[config.mk]
export PLATFORM = sky130hd
export DESIGN_NAME = trigger_delay_block
export DESIGN_NICKNAME = d
export VERILOG_FILES = /design/src/trigger_delay_pkg.sv /design/src/trigger_delay_block.sv
export VERILOG_INCLUDE_DIRS = /design/src
export SDC_FILE = /design/constraint.sdc
export NUM_CORES = 1
export LEC_CHECK = 0
export BUFFER_PORTS_ARGS = -buffer_cell sky130_fd_sc_hd__buf_2
export CORE_MARGIN = 2
export CORE_UTILIZATION = 55
export CTS_BUF_LIST = sky130_fd_sc_hd__clkbuf_16
export DETAILED_ROUTE_END_ITERATION = 16
export PLACE_DENSITY = 0.87
export SYNTH_ARGS = -nofsm -noshare
export SYNTH_HDL_FRONTEND = slang
export SYNTH_SLANG_ARGS = --single-unit
[constraint.sdc]
create_clock -name clk -period 5 [get_ports clk]
set_input_delay 0.75 -clock clk [delete_from_list [all_inputs] [get_ports clk]]
set_output_delay 0.75 -clock clk [all_outputs]
set_load 0.02 [all_outputs]
[src/trigger_delay_cfg.svh]
/*
 * Register map, field positions, reset values and timing constants for the
 * trigger delay block, plus the list of what the block does.
 * Assumes it is included by the package and the testbench by bare name.
 */
// What this block does
// repeat_enable 0 gives one-shot, 1 restarts counting after each wrap
// with source 111 and block enabled, writing soft_fire restarts the counter
// delay A and B set trigger delays while enabled and not bypassed
// counter spans 0x0001..0xFFFF, so delay 0x0000 never matches
// at modulus the counter reloads to one; runs on only in repeat mode
// counter is 16 bits, read through count_high and count_low bytes
// reading one count byte latches both; the other byte returns the latched half
// pin_drive_enable routes the pulse output to the pad
// block_enable 0 stops the counter and forces all fire outputs low
// wrap_flag sets on modulus match, cleared by writing one
// wrap_request_enable gates the wrap request output
// second_match_flag sets on delay B match, cleared by writing one
// second_match_request_enable gates the delay B request output
// first_match_flag sets on delay A match, cleared by writing one
// first_match_request_enable gates the delay A request output
// fire outputs come straight from flip-flops, so never glitch
// every new trigger restarts the counter even mid-count
// prescale N advances the counter once per N clocks
// one synchronous reset returns every register to its reset value
// one clock drives everything; prescale enable is derived from it
// timing registers double-buffered; load_request transfers per load_timing_select
// early fire at prescale*delay+1 clocks, fire out one clock later
// out source 00 bypass, 01 own delay, 10 both delays, 11 pulse
// 3-bit prescale divides by 1 at 000 up to 128 at 111
// selected trigger input is synchronised and its rising edge is an event
// pulse output rises at delay A match and falls at delay B match
`ifndef TRIGGER_DELAY_CFG_SVH
`define TRIGGER_DELAY_CFG_SVH

// ----------------------------------------------------------------------
// register byte addresses (printed offsets are indices, address = 4*index)
// ----------------------------------------------------------------------
`define TD_IDX_SETUP_ONE   4'h0
`define TD_IDX_SETUP_TWO   4'h1
`define TD_IDX_DLY_A_HIGH  4'h2
`define TD_IDX_DLY_A_LOW   4'h3
`define TD_IDX_DLY_B_HIGH  4'h4
`define TD_IDX_DLY_B_LOW   4'h5
`define TD_IDX_PERIOD_HIGH 4'h6
`define TD_IDX_PERIOD_LOW  4'h7
`define TD_IDX_COUNT_HIGH  4'h8
`define TD_IDX_COUNT_LOW   4'h9
`define TD_IDX_STATE_EN    4'hA

// ----------------------------------------------------------------------
// trig_setup_one fields
// ----------------------------------------------------------------------
`define TD_S1_LOAD_SEL  7
`define TD_S1_BSRC_HI   6
`define TD_S1_BSRC_LO   5
`define TD_S1_B_EN      4
`define TD_S1_ASRC_HI   3
`define TD_S1_ASRC_LO   2
`define TD_S1_A_EN      1
`define TD_S1_LOAD_REQ  0

// ----------------------------------------------------------------------
// trig_setup_two fields
// ----------------------------------------------------------------------
`define TD_S2_PRE_HI    7
`define TD_S2_PRE_LO    5
`define TD_S2_SRC_HI    4
`define TD_S2_SRC_LO    2
`define TD_S2_REPEAT    1
`define TD_S2_SOFT_FIRE 0

// ----------------------------------------------------------------------
// state_and_enable fields
// ----------------------------------------------------------------------
`define TD_SE_PIN_EN    7
`define TD_SE_BLOCK_EN  6
`define TD_SE_WRAP_F    5
`define TD_SE_WRAP_IE   4
`define TD_SE_SEC_F     3
`define TD_SE_SEC_IE    2
`define TD_SE_FIRST_F   1
`define TD_SE_FIRST_IE  0

// ----------------------------------------------------------------------
// reset values and constants
// ----------------------------------------------------------------------
`define TD_RST_BYTE     8'h00
`define TD_RST_WORD     16'h0000
`define TD_RST_PERIOD   16'hFFFF
`define TD_COUNT_START  16'h0001
`define TD_SRC_SOFT     3'b111

`endif

[src/trigger_delay_pkg.sv]
/*
 * Types shared by the trigger delay block.
 * Assumes the constants header sits in the same folder.
 */
package trigger_delay_pkg;
`include "trigger_delay_cfg.svh"

	// output source selection of each fire output
	typedef enum logic [1:0]
	{
		SRC_BYPASS = 2'b00,
		SRC_OWN    = 2'b01,
		SRC_BOTH   = 2'b10,
		SRC_PULSE  = 2'b11
	} out_source_t;

	// counter run state
	typedef enum logic [0:0]
	{
		CNT_IDLE = 1'b0,
		CNT_RUN  = 1'b1
	} run_state_t;

endpackage

[src/trigger_delay_block.sv]
/*
 * Programmable trigger delay block: APB register slave, prescaled 16-bit
 * counter, delay A/B compares, early and delayed fire outputs, pulse output.
 * Assumes one 40 MHz clock, synchronous active-high reset, trigger inputs
 * arriving asynchronously, and an APB master with 32-bit data.
 */
`timescale 1ns/100ps
module trigger_delay_block
	import trigger_delay_pkg::*;
#(
	parameter int TRIG_INPUTS = 7
)
(
	input  wire logic                   clk,
	input  wire logic                   rst,
	input  wire logic                   psel,
	input  wire logic                   penable,
	input  wire logic                   pwrite,
	input  wire logic [11:0]            paddr,
	input  wire logic [31:0]            pwdata,
	input  wire logic [3:0]             pstrb,
	output logic      [31:0]            prdata,
	output logic                        pready,
	output logic                        pslverr,
	input  wire logic [TRIG_INPUTS-1:0] fireInput,
	output logic                        earlyFireA,
	output logic                        earlyFireB,
	output logic                        fireOutA,
	output logic                        fireOutB,
	output logic                        pulsePinOut,
	output logic                        pulsePinOe,
	output logic                        wrapRequest,
	output logic                        firstMatchRequest,
	output logic                        secondMatchRequest
);

	// ----------------------------------------------------------------------
	// elaboration checks
	// ----------------------------------------------------------------------
	if (TRIG_INPUTS < 1 || TRIG_INPUTS > 7)
	begin : gBadInputs
		$error("trigger input count must be 1 to 7");
	end

	// ----------------------------------------------------------------------
	// functions
	// ----------------------------------------------------------------------
	// word index from a byte address; out of range gives all ones
	function automatic logic [3:0] regIndex(input logic [11:0] addr);
		if (addr[11:6] != 6'h00 || addr[1:0] != 2'b00)
		begin
			return 4'hF;
		end
		return addr[5:2];
	endfunction

	// fire decision for one output, by source select
	function automatic logic fireSelect(input out_source_t src, input logic own,
		input logic both, input logic pulse, input logic bypass);
		unique case (src)
			SRC_BYPASS: return bypass;
			SRC_OWN:    return own;
			SRC_BOTH:   return both;
			SRC_PULSE:  return pulse;
		endcase
	endfunction

	// ----------------------------------------------------------------------
	// registers
	// ----------------------------------------------------------------------
	logic [7:0]          setupOne_reg;
	logic [7:0]          setupTwo_reg;
	logic [7:0]          stateEn_reg;
	logic [15:0]         delayA_reg;
	logic [15:0]         delayB_reg;
	logic [15:0]         period_reg;
	logic [15:0]         delayAAct_reg;
	logic [15:0]         delayBAct_reg;
	logic [15:0]         periodAct_reg;
	logic [15:0]         count_reg;
	logic [15:0]         countHeld_reg;
	logic                countLatched_reg;
	logic [6:0]          prescale_reg;
	run_state_t          run_reg;
	logic [TRIG_INPUTS-1:0] trigMeta_reg;
	logic [TRIG_INPUTS-1:0] trigSync_reg;
	logic                trigLast_reg;
	logic                pulse_reg;

	// ----------------------------------------------------------------------
	// bus decode
	// ----------------------------------------------------------------------
	logic [3:0]  idx;
	logic        wrAccess;
	logic        rdAccess;
	logic        mapped;
	logic        byteWr;
	logic [7:0]  wByte;

	assign idx      = regIndex(paddr);
	assign mapped   = idx <= `TD_IDX_STATE_EN;
	assign wrAccess = psel && penable && pwrite && mapped;
	assign rdAccess = psel && !penable && !pwrite && mapped;
	assign byteWr   = wrAccess && pstrb[0];
	assign wByte    = pwdata[7:0];

	// ----------------------------------------------------------------------
	// control fields
	// ----------------------------------------------------------------------
	logic        blockEn;
	logic        repeatEn;
	logic        loadPending;
	logic [2:0]  preSel;
	logic [2:0]  srcSel;
	out_source_t srcA;
	out_source_t srcB;

	assign blockEn     = stateEn_reg[`TD_SE_BLOCK_EN];
	assign repeatEn    = setupTwo_reg[`TD_S2_REPEAT];
	assign loadPending = setupOne_reg[`TD_S1_LOAD_REQ];
	assign preSel      = setupTwo_reg[`TD_S2_PRE_HI:`TD_S2_PRE_LO];
	assign srcSel      = setupTwo_reg[`TD_S2_SRC_HI:`TD_S2_SRC_LO];
	assign srcA        = out_source_t'(setupOne_reg[`TD_S1_ASRC_HI:`TD_S1_ASRC_LO]);
	assign srcB        = out_source_t'(setupOne_reg[`TD_S1_BSRC_HI:`TD_S1_BSRC_LO]);

	// ----------------------------------------------------------------------
	// trigger input synchroniser and edge detect
	// ----------------------------------------------------------------------
	// two flops per trigger input before any use
	always_ff @(posedge clk)
	begin
		if (rst)
		begin
			trigMeta_reg <= '0;
			trigSync_reg <= '0;
		end
		else
		begin
			trigMeta_reg <= fireInput;
			trigSync_reg <= trigMeta_reg;
		end
	end

	logic hwTrig;
	logic softFire;
	logic trigEvent;

	assign hwTrig = (srcSel < TRIG_INPUTS[2:0]) ? trigSync_reg[srcSel] : 1'b0;

	// previous level of the selected trigger
	always_ff @(posedge clk)
	begin
		if (rst)
			trigLast_reg <= 1'b0;
		else
			trigLast_reg <= hwTrig;
	end

	assign softFire  = byteWr && idx == `TD_IDX_SETUP_TWO && wByte[`TD_S2_SOFT_FIRE]
		&& srcSel == `TD_SRC_SOFT;
	assign trigEvent = blockEn && (softFire || (hwTrig && !trigLast_reg));

	// ----------------------------------------------------------------------
	// prescaler and counter
	// ----------------------------------------------------------------------
	logic       tick;
	logic       atPeriod;
	logic       matchA;
	logic       matchB;
	logic [6:0] preMask;

	assign preMask  = 7'(({4'b0000, 3'b001} << preSel) - 7'h01);
	assign tick     = (prescale_reg & preMask) == preMask;
	assign atPeriod = run_reg == CNT_RUN && tick && count_reg == periodAct_reg;
	assign matchA   = run_reg == CNT_RUN && tick && count_reg == delayAAct_reg;
	assign matchB   = run_reg == CNT_RUN && tick && count_reg == delayBAct_reg;

	// prescale divider, restarted by each trigger
	always_ff @(posedge clk)
	begin
		if (rst || trigEvent || run_reg == CNT_IDLE)
			prescale_reg <= 7'h00;
		else
			prescale_reg <= prescale_reg + 7'h01;
	end

	// counter: 1..modulus, reload to one, repeat or stop
	always_ff @(posedge clk)
	begin
		if (rst || !blockEn)
		begin
			count_reg <= `TD_COUNT_START;
			run_reg   <= CNT_IDLE;
		end
		else if (trigEvent)
		begin
			count_reg <= `TD_COUNT_START;
			run_reg   <= CNT_RUN;
		end
		else if (atPeriod)
		begin
			count_reg <= `TD_COUNT_START;
			run_reg   <= repeatEn ? CNT_RUN : CNT_IDLE;
		end
		else if (run_reg == CNT_RUN && tick)
			count_reg <= count_reg + 16'h0001;
	end

	// ----------------------------------------------------------------------
	// double-buffered timing values
	// ----------------------------------------------------------------------
	logic loadNow;
	logic reqWrite;

	assign reqWrite = byteWr && idx == `TD_IDX_SETUP_ONE && wByte[`TD_S1_LOAD_REQ];
	assign loadNow  = loadPending && (!setupOne_reg[`TD_S1_LOAD_SEL]
		|| (repeatEn ? atPeriod : trigEvent));

	// staging registers; ignored while a load is pending
	always_ff @(posedge clk)
	begin
		if (rst)
		begin
			delayA_reg <= `TD_RST_WORD;
			delayB_reg <= `TD_RST_WORD;
			period_reg <= `TD_RST_PERIOD;
		end
		else if (byteWr && !loadPending)
		begin
			if (idx == `TD_IDX_DLY_A_HIGH)  delayA_reg[15:8] <= wByte;
			if (idx == `TD_IDX_DLY_A_LOW)   delayA_reg[7:0]  <= wByte;
			if (idx == `TD_IDX_DLY_B_HIGH)  delayB_reg[15:8] <= wByte;
			if (idx == `TD_IDX_DLY_B_LOW)   delayB_reg[7:0]  <= wByte;
			if (idx == `TD_IDX_PERIOD_HIGH) period_reg[15:8] <= wByte;
			if (idx == `TD_IDX_PERIOD_LOW)  period_reg[7:0]  <= wByte;
		end
	end

	// active copies used by the compares
	always_ff @(posedge clk)
	begin
		if (rst)
		begin
			delayAAct_reg <= `TD_RST_WORD;
			delayBAct_reg <= `TD_RST_WORD;
			periodAct_reg <= `TD_RST_PERIOD;
		end
		else if (loadNow)
		begin
			delayAAct_reg <= delayA_reg;
			delayBAct_reg <= delayB_reg;
			periodAct_reg <= period_reg;
		end
	end

	// ----------------------------------------------------------------------
	// control registers
	// ----------------------------------------------------------------------
	// setup one: load request sets on write of one, clears on transfer
	always_ff @(posedge clk)
	begin
		if (rst)
			setupOne_reg <= `TD_RST_BYTE;
		else
		begin
			if (byteWr && idx == `TD_IDX_SETUP_ONE)
				setupOne_reg[7:1] <= wByte[7:1];
			if (reqWrite)
				setupOne_reg[`TD_S1_LOAD_REQ] <= 1'b1;
			else if (loadNow)
				setupOne_reg[`TD_S1_LOAD_REQ] <= 1'b0;
		end
	end

	// setup two: soft fire bit is write-only, reads zero
	always_ff @(posedge clk)
	begin
		if (rst)
			setupTwo_reg <= `TD_RST_BYTE;
		else if (byteWr && idx == `TD_IDX_SETUP_TWO)
			setupTwo_reg <= {wByte[7:1], 1'b0};
	end

	// state/enable: flags set by hardware win over write-one-to-clear
	always_ff @(posedge clk)
	begin
		if (rst)
			stateEn_reg <= `TD_RST_BYTE;
		else
		begin
			if (byteWr && idx == `TD_IDX_STATE_EN)
			begin
				stateEn_reg[`TD_SE_PIN_EN]   <= wByte[`TD_SE_PIN_EN];
				stateEn_reg[`TD_SE_BLOCK_EN] <= wByte[`TD_SE_BLOCK_EN];
				stateEn_reg[`TD_SE_WRAP_IE]  <= wByte[`TD_SE_WRAP_IE];
				stateEn_reg[`TD_SE_SEC_IE]   <= wByte[`TD_SE_SEC_IE];
				stateEn_reg[`TD_SE_FIRST_IE] <= wByte[`TD_SE_FIRST_IE];
				if (wByte[`TD_SE_WRAP_F])  stateEn_reg[`TD_SE_WRAP_F]  <= 1'b0;
				if (wByte[`TD_SE_SEC_F])   stateEn_reg[`TD_SE_SEC_F]   <= 1'b0;
				if (wByte[`TD_SE_FIRST_F]) stateEn_reg[`TD_SE_FIRST_F] <= 1'b0;
			end
			if (atPeriod) stateEn_reg[`TD_SE_WRAP_F]  <= 1'b1;
			if (matchB)   stateEn_reg[`TD_SE_SEC_F]   <= 1'b1;
			if (matchA)   stateEn_reg[`TD_SE_FIRST_F] <= 1'b1;
		end
	end

	// ----------------------------------------------------------------------
	// counter byte readback latch
	// ----------------------------------------------------------------------
	logic cntRead;

	assign cntRead = rdAccess && (idx == `TD_IDX_COUNT_HIGH || idx == `TD_IDX_COUNT_LOW);

	// odd reads capture, even reads return the held value
	always_ff @(posedge clk)
	begin
		if (rst)
		begin
			countHeld_reg    <= `TD_RST_WORD;
			countLatched_reg <= 1'b0;
		end
		else if (cntRead)
		begin
			if (!countLatched_reg)
				countHeld_reg <= count_reg;
			countLatched_reg <= !countLatched_reg;
		end
	end

	// ----------------------------------------------------------------------
	// apb read mux and response
	// ----------------------------------------------------------------------
	logic [15:0] cntView;
	logic [7:0]  rByte;

	assign cntView = countLatched_reg ? countHeld_reg : count_reg;

	// byte selected by the access index
	always_comb
	begin
		unique case (idx)
			`TD_IDX_SETUP_ONE:   rByte = setupOne_reg;
			`TD_IDX_SETUP_TWO:   rByte = setupTwo_reg;
			`TD_IDX_DLY_A_HIGH:  rByte = delayA_reg[15:8];
			`TD_IDX_DLY_A_LOW:   rByte = delayA_reg[7:0];
			`TD_IDX_DLY_B_HIGH:  rByte = delayB_reg[15:8];
			`TD_IDX_DLY_B_LOW:   rByte = delayB_reg[7:0];
			`TD_IDX_PERIOD_HIGH: rByte = period_reg[15:8];
			`TD_IDX_PERIOD_LOW:  rByte = period_reg[7:0];
			`TD_IDX_COUNT_HIGH:  rByte = cntView[15:8];
			`TD_IDX_COUNT_LOW:   rByte = cntView[7:0];
			`TD_IDX_STATE_EN:    rByte = stateEn_reg;
			default:             rByte = `TD_RST_BYTE;
		endcase
	end

	// registered response, ready in the first access cycle, no wait state
	always_ff @(posedge clk)
	begin
		if (rst)
		begin
			pready  <= 1'b0;
			pslverr <= 1'b0;
			prdata  <= 32'h0000_0000;
		end
		else
		begin
			pready  <= psel && !penable;
			pslverr <= psel && !penable && regIndex(paddr) > `TD_IDX_STATE_EN;
			prdata  <= (psel && !penable && !pwrite) ?
				{24'h00_0000, rByteSetup(paddr)} : 32'h0000_0000;
		end
	end

	// read data prepared in the setup cycle from the setup address
	function automatic logic [7:0] rByteSetup(input logic [11:0] addr);
		return (regIndex(addr) == idx) ? rByte : `TD_RST_BYTE;
	endfunction

	// ----------------------------------------------------------------------
	// fire outputs, pulse and requests
	// ----------------------------------------------------------------------
	logic fireA;
	logic fireB;

	// pulse high from delay A match until delay B match
	always_ff @(posedge clk)
	begin
		if (rst || !blockEn || trigEvent)
			pulse_reg <= 1'b0;
		else if (matchA)
			pulse_reg <= 1'b1;
		else if (matchB)
			pulse_reg <= 1'b0;
	end

	assign fireA = setupOne_reg[`TD_S1_A_EN] && fireSelect(srcA, matchA, matchA || matchB,
		pulse_reg, trigEvent);
	assign fireB = setupOne_reg[`TD_S1_B_EN] && fireSelect(srcB, matchB, matchA || matchB,
		pulse_reg, trigEvent);

	// early fire one clock ahead of fire out, all from flops
	always_ff @(posedge clk)
	begin
		if (rst || !blockEn)
		begin
			earlyFireA <= 1'b0;
			earlyFireB <= 1'b0;
			fireOutA   <= 1'b0;
			fireOutB   <= 1'b0;
		end
		else
		begin
			earlyFireA <= fireA;
			earlyFireB <= fireB;
			fireOutA   <= earlyFireA;
			fireOutB   <= earlyFireB;
		end
	end

	// pad drive and gated requests
	always_ff @(posedge clk)
	begin
		if (rst)
		begin
			pulsePinOut        <= 1'b0;
			pulsePinOe         <= 1'b0;
			wrapRequest        <= 1'b0;
			firstMatchRequest  <= 1'b0;
			secondMatchRequest <= 1'b0;
		end
		else
		begin
			pulsePinOut        <= pulse_reg;
			pulsePinOe         <= stateEn_reg[`TD_SE_PIN_EN];
			wrapRequest        <= stateEn_reg[`TD_SE_WRAP_F] && stateEn_reg[`TD_SE_WRAP_IE];
			secondMatchRequest <= stateEn_reg[`TD_SE_SEC_F] && stateEn_reg[`TD_SE_SEC_IE];
			firstMatchRequest  <= stateEn_reg[`TD_SE_FIRST_F]
				&& stateEn_reg[`TD_SE_FIRST_IE];
		end
	end

	// every flop above resets synchronously on rst

endmodule // trigger_delay_block

==> results.toml <==
[floorplanning]
row_count = 47
coreArea_sq_um = 16500
ios = 103
die_w_um = 134
dieArea_sq_um = 17900
start_util_pct = 56.2
die_height_um = 134

[grt]
track_usage_pct = 27.5
antenna_found_initial = 0
gr-total-overflow = 0
grt_max_degree = 122
first_global_vias = 7158
grt_pass1_wl_um = 38200

[cts]
cts_tree = "yes"
cts_resized = 0
h-tree-depth = 4
clk_latency_ns = 0.45
cts_setup_buffers = 0
cts_hold_buffers = 0
clk_pin_slew_ns = 0.08
cts_buffers = 17
clockBufferDepth = 2
root_buffer = "clkbuf_16"
clock_sinks = 195

[synthesis]
synthCells = 1033
yosysWarningCount = 0
synth_edf_count = 0
ys_types = 54
synth_area_per_cell_sq_um = 8.99
ys_seq_area_share_pct = 42.0
ys.flop_type = "dfxtp_1"
syn-cell-area_sq_um = 9290
ys_ff_latch = 195
async_reset_ff_share_pct = 0

[critical_path]
crit_chain = "xnor2_1, nand4_1, nor4_1, a31oi_1, a311oi_4, buf_12, mux2i_1"
slowest_stage = "dfxtp_1"
critPathMaxFanout = 48
worst_r2r_startpoint = "count_reg[2]"
cp.arrival_ns = 3.50
crit_type = "reg -> reg"
reg2reg_depth = 7
critPathLaunchType = "register"
required_ns = 5.37
critPathMaxStageDelay_ns = 0.78
worstSetupEndpointType = "register"
r2r-end = "delayBAct_reg[6]"
reg2reg_slack_ns = 1.87

[run_status]
status = "finished clean"

[detailed_routing]
dr_total_vias = 7533
drcViolationCount = 0
finalWirelength_um = 24400
detail-route-antenna-nets = 0
wl_per_cell_um = 19.3
drt-vias-per-instance = 5.95
first_iter_violations = 890
drt_pass1_iterations = 5

[min_path]
hold_depth = 1
min_to = "trigSync_reg[6]"
worstHoldPathType = "reg -> reg"
hp-start = "trigMeta_reg[6]"

[timing]
min_period_over_period_pct = 62.7
finClkSkew_ns = 0.0166
period_needed_ns = 3.13
setup_ws_ns = 1.87
setup_viol = 0
tightest_slew_ns = 1.33
slew_violations = 0
rsz0062_at_grt = "no"
relSlewSlack_pct = 11.2
holdWs_ns = 0.441
fmax_ghz = 0.319
setup_tns_ns = 0
finalHoldViolations = 0

[finish]
drive_above_1_share_pct = 10.6
area_delta_synth_final_pct = 8.69
fin_cells = 1265
diodes = 0
final_cell_mix = "dfxtp_1, nor2_1, mux2i_1"
fill_cells = 1270
final_nets = 1095
fin_util_pct = 61.1
final_common_cell = "dfxtp_1"

[placement]
dp_hpwl_um = 16400
place_congestion = 0.980
port-buffer-count = 51
place_ws_ns = 1.58
placedCellCount = 1233

[power_and_ir_drop]
p_per_area_nw_per_um2 = 299
peakVddDrop_v = 0.000271
power.leakage_nw = 3.55

[flow_run]
cap_violations = 0
==> worst max-delay path: cells and delay by family (launching register included) <==
kind	cells	cell delay, ns
flip-flops	1	0.78
multiplexers	1	0.24
buffers and inverters	1	0.35
AO/OA/AOI/OAI	2	0.60
XOR/XNOR	1	0.20
AND/OR/NAND/NOR	2	0.84
==> cells by family (layout without fill, tap and decap cells) <==
group	Yosys count	count (layout)	synth area share (%)
flip-flops	195	195	42.0
adder cells (fa/ha/maj)	3	3	0.404
multiplexers	131	131	15.4
AND/OR/NAND/NOR	397	397	20.9
buffers and inverters	122	111	6.15
AO/OA/AOI/OAI	115	115	8.60
other	1	24	0.0404
XOR/XNOR	69	69	6.50
==> worst max path at each step <==
stage	slack, ns	depth (start not counted)	start	endpoint
after floorplan	2.02	8	paddr[7]	delayAAct_reg[0]
after global placement	1.64	8	paddr[2]	periodAct_reg[5]
after detailed placement	1.58	8	paddr[2]	periodAct_reg[4]
after CTS	1.99	7	count_reg[2]	delayBAct_reg[1]
after global routing	1.80	7	count_reg[5]	delayBAct_reg[1]
final	1.87	7	count_reg[2]	delayBAct_reg[6]
==> stage by stage <==
step / instance area (sq um) / power, mW
global placement: 9510 / 1.71
global route: 10100 / 3.09
floorplan: 9380 / 1.69
finish: 10100 / 3.02
detailed placement: 9510 / 1.71
CTS: 10100 / 3.03
==> per-layer routing <==
layer | share of wire [%] | global-route usage, %
met4 | 4.8 | 16.3
met5 | 0 | 0
met1 | 40 | 36.0
met3 | 9.3 | 5.44
met2 | 46 | 42.4
==> power by group <==
| group | leakage [nW] | switching [mW] | internal, mW |
|---|---|---|---|
| clock | 0.283 | 0.670 | 0.672 |
| sequential | 1.57 | 0.00123 | 1.56 |
| combinational | 1.69 | 0.0875 | 0.0341 |
==> layout make-up <==
class | instances | area [sq um] | area share (%)
Timing Repair Buffer | 60 | 338 | 3.35
Tap cell | 220 | 275 | 2.73
Clock buffer | 17 | 425 | 4.21
Clock inverter | 15 | 160 | 1.59
Multi-Input combinational cell | 739 | 4920 | 48.8
Sequential cell | 195 | 3900 | 38.7
Inverter | 19 | 71.3 | 0.706
==> synth_stat cells (4+ instances only) <==
cell type / number / share of area (%)
dfxtp_1: 195 / 42
nor4_1: 14 / 0.94
clkbuf_1: 65 / 2.6
nor2b_1: 21 / 1.4
o22ai_1: 9 / 0.61
a31oi_1: 6 / 0.40
mux2i_1: 118 / 13
a21oi_1: 42 / 2.3
nand3_1: 29 / 1.6
a22oi_1: 8 / 0.65
o21ai_0: 7 / 0.38
mux2_2: 4 / 0.48
nand2b_1: 70 / 4.7
inv_1: 19 / 0.77
mux4_2: 9 / 2.2
buf_4: 25 / 2.0
o211ai_1: 4 / 0.32
a211o_1: 16 / 1.5
nor2_1: 137 / 5.5
buf_2: 4 / 0.22
nand4_1: 19 / 1.3
nand2_1: 69 / 2.8
nor3_1: 12 / 0.65
buf_1: 7 / 0.28
and2_1: 7 / 0.47
xnor2_1: 66 / 6.2
and3_1: 5 / 0.34
No activity file was read; power rests on OpenSTA's default activity.
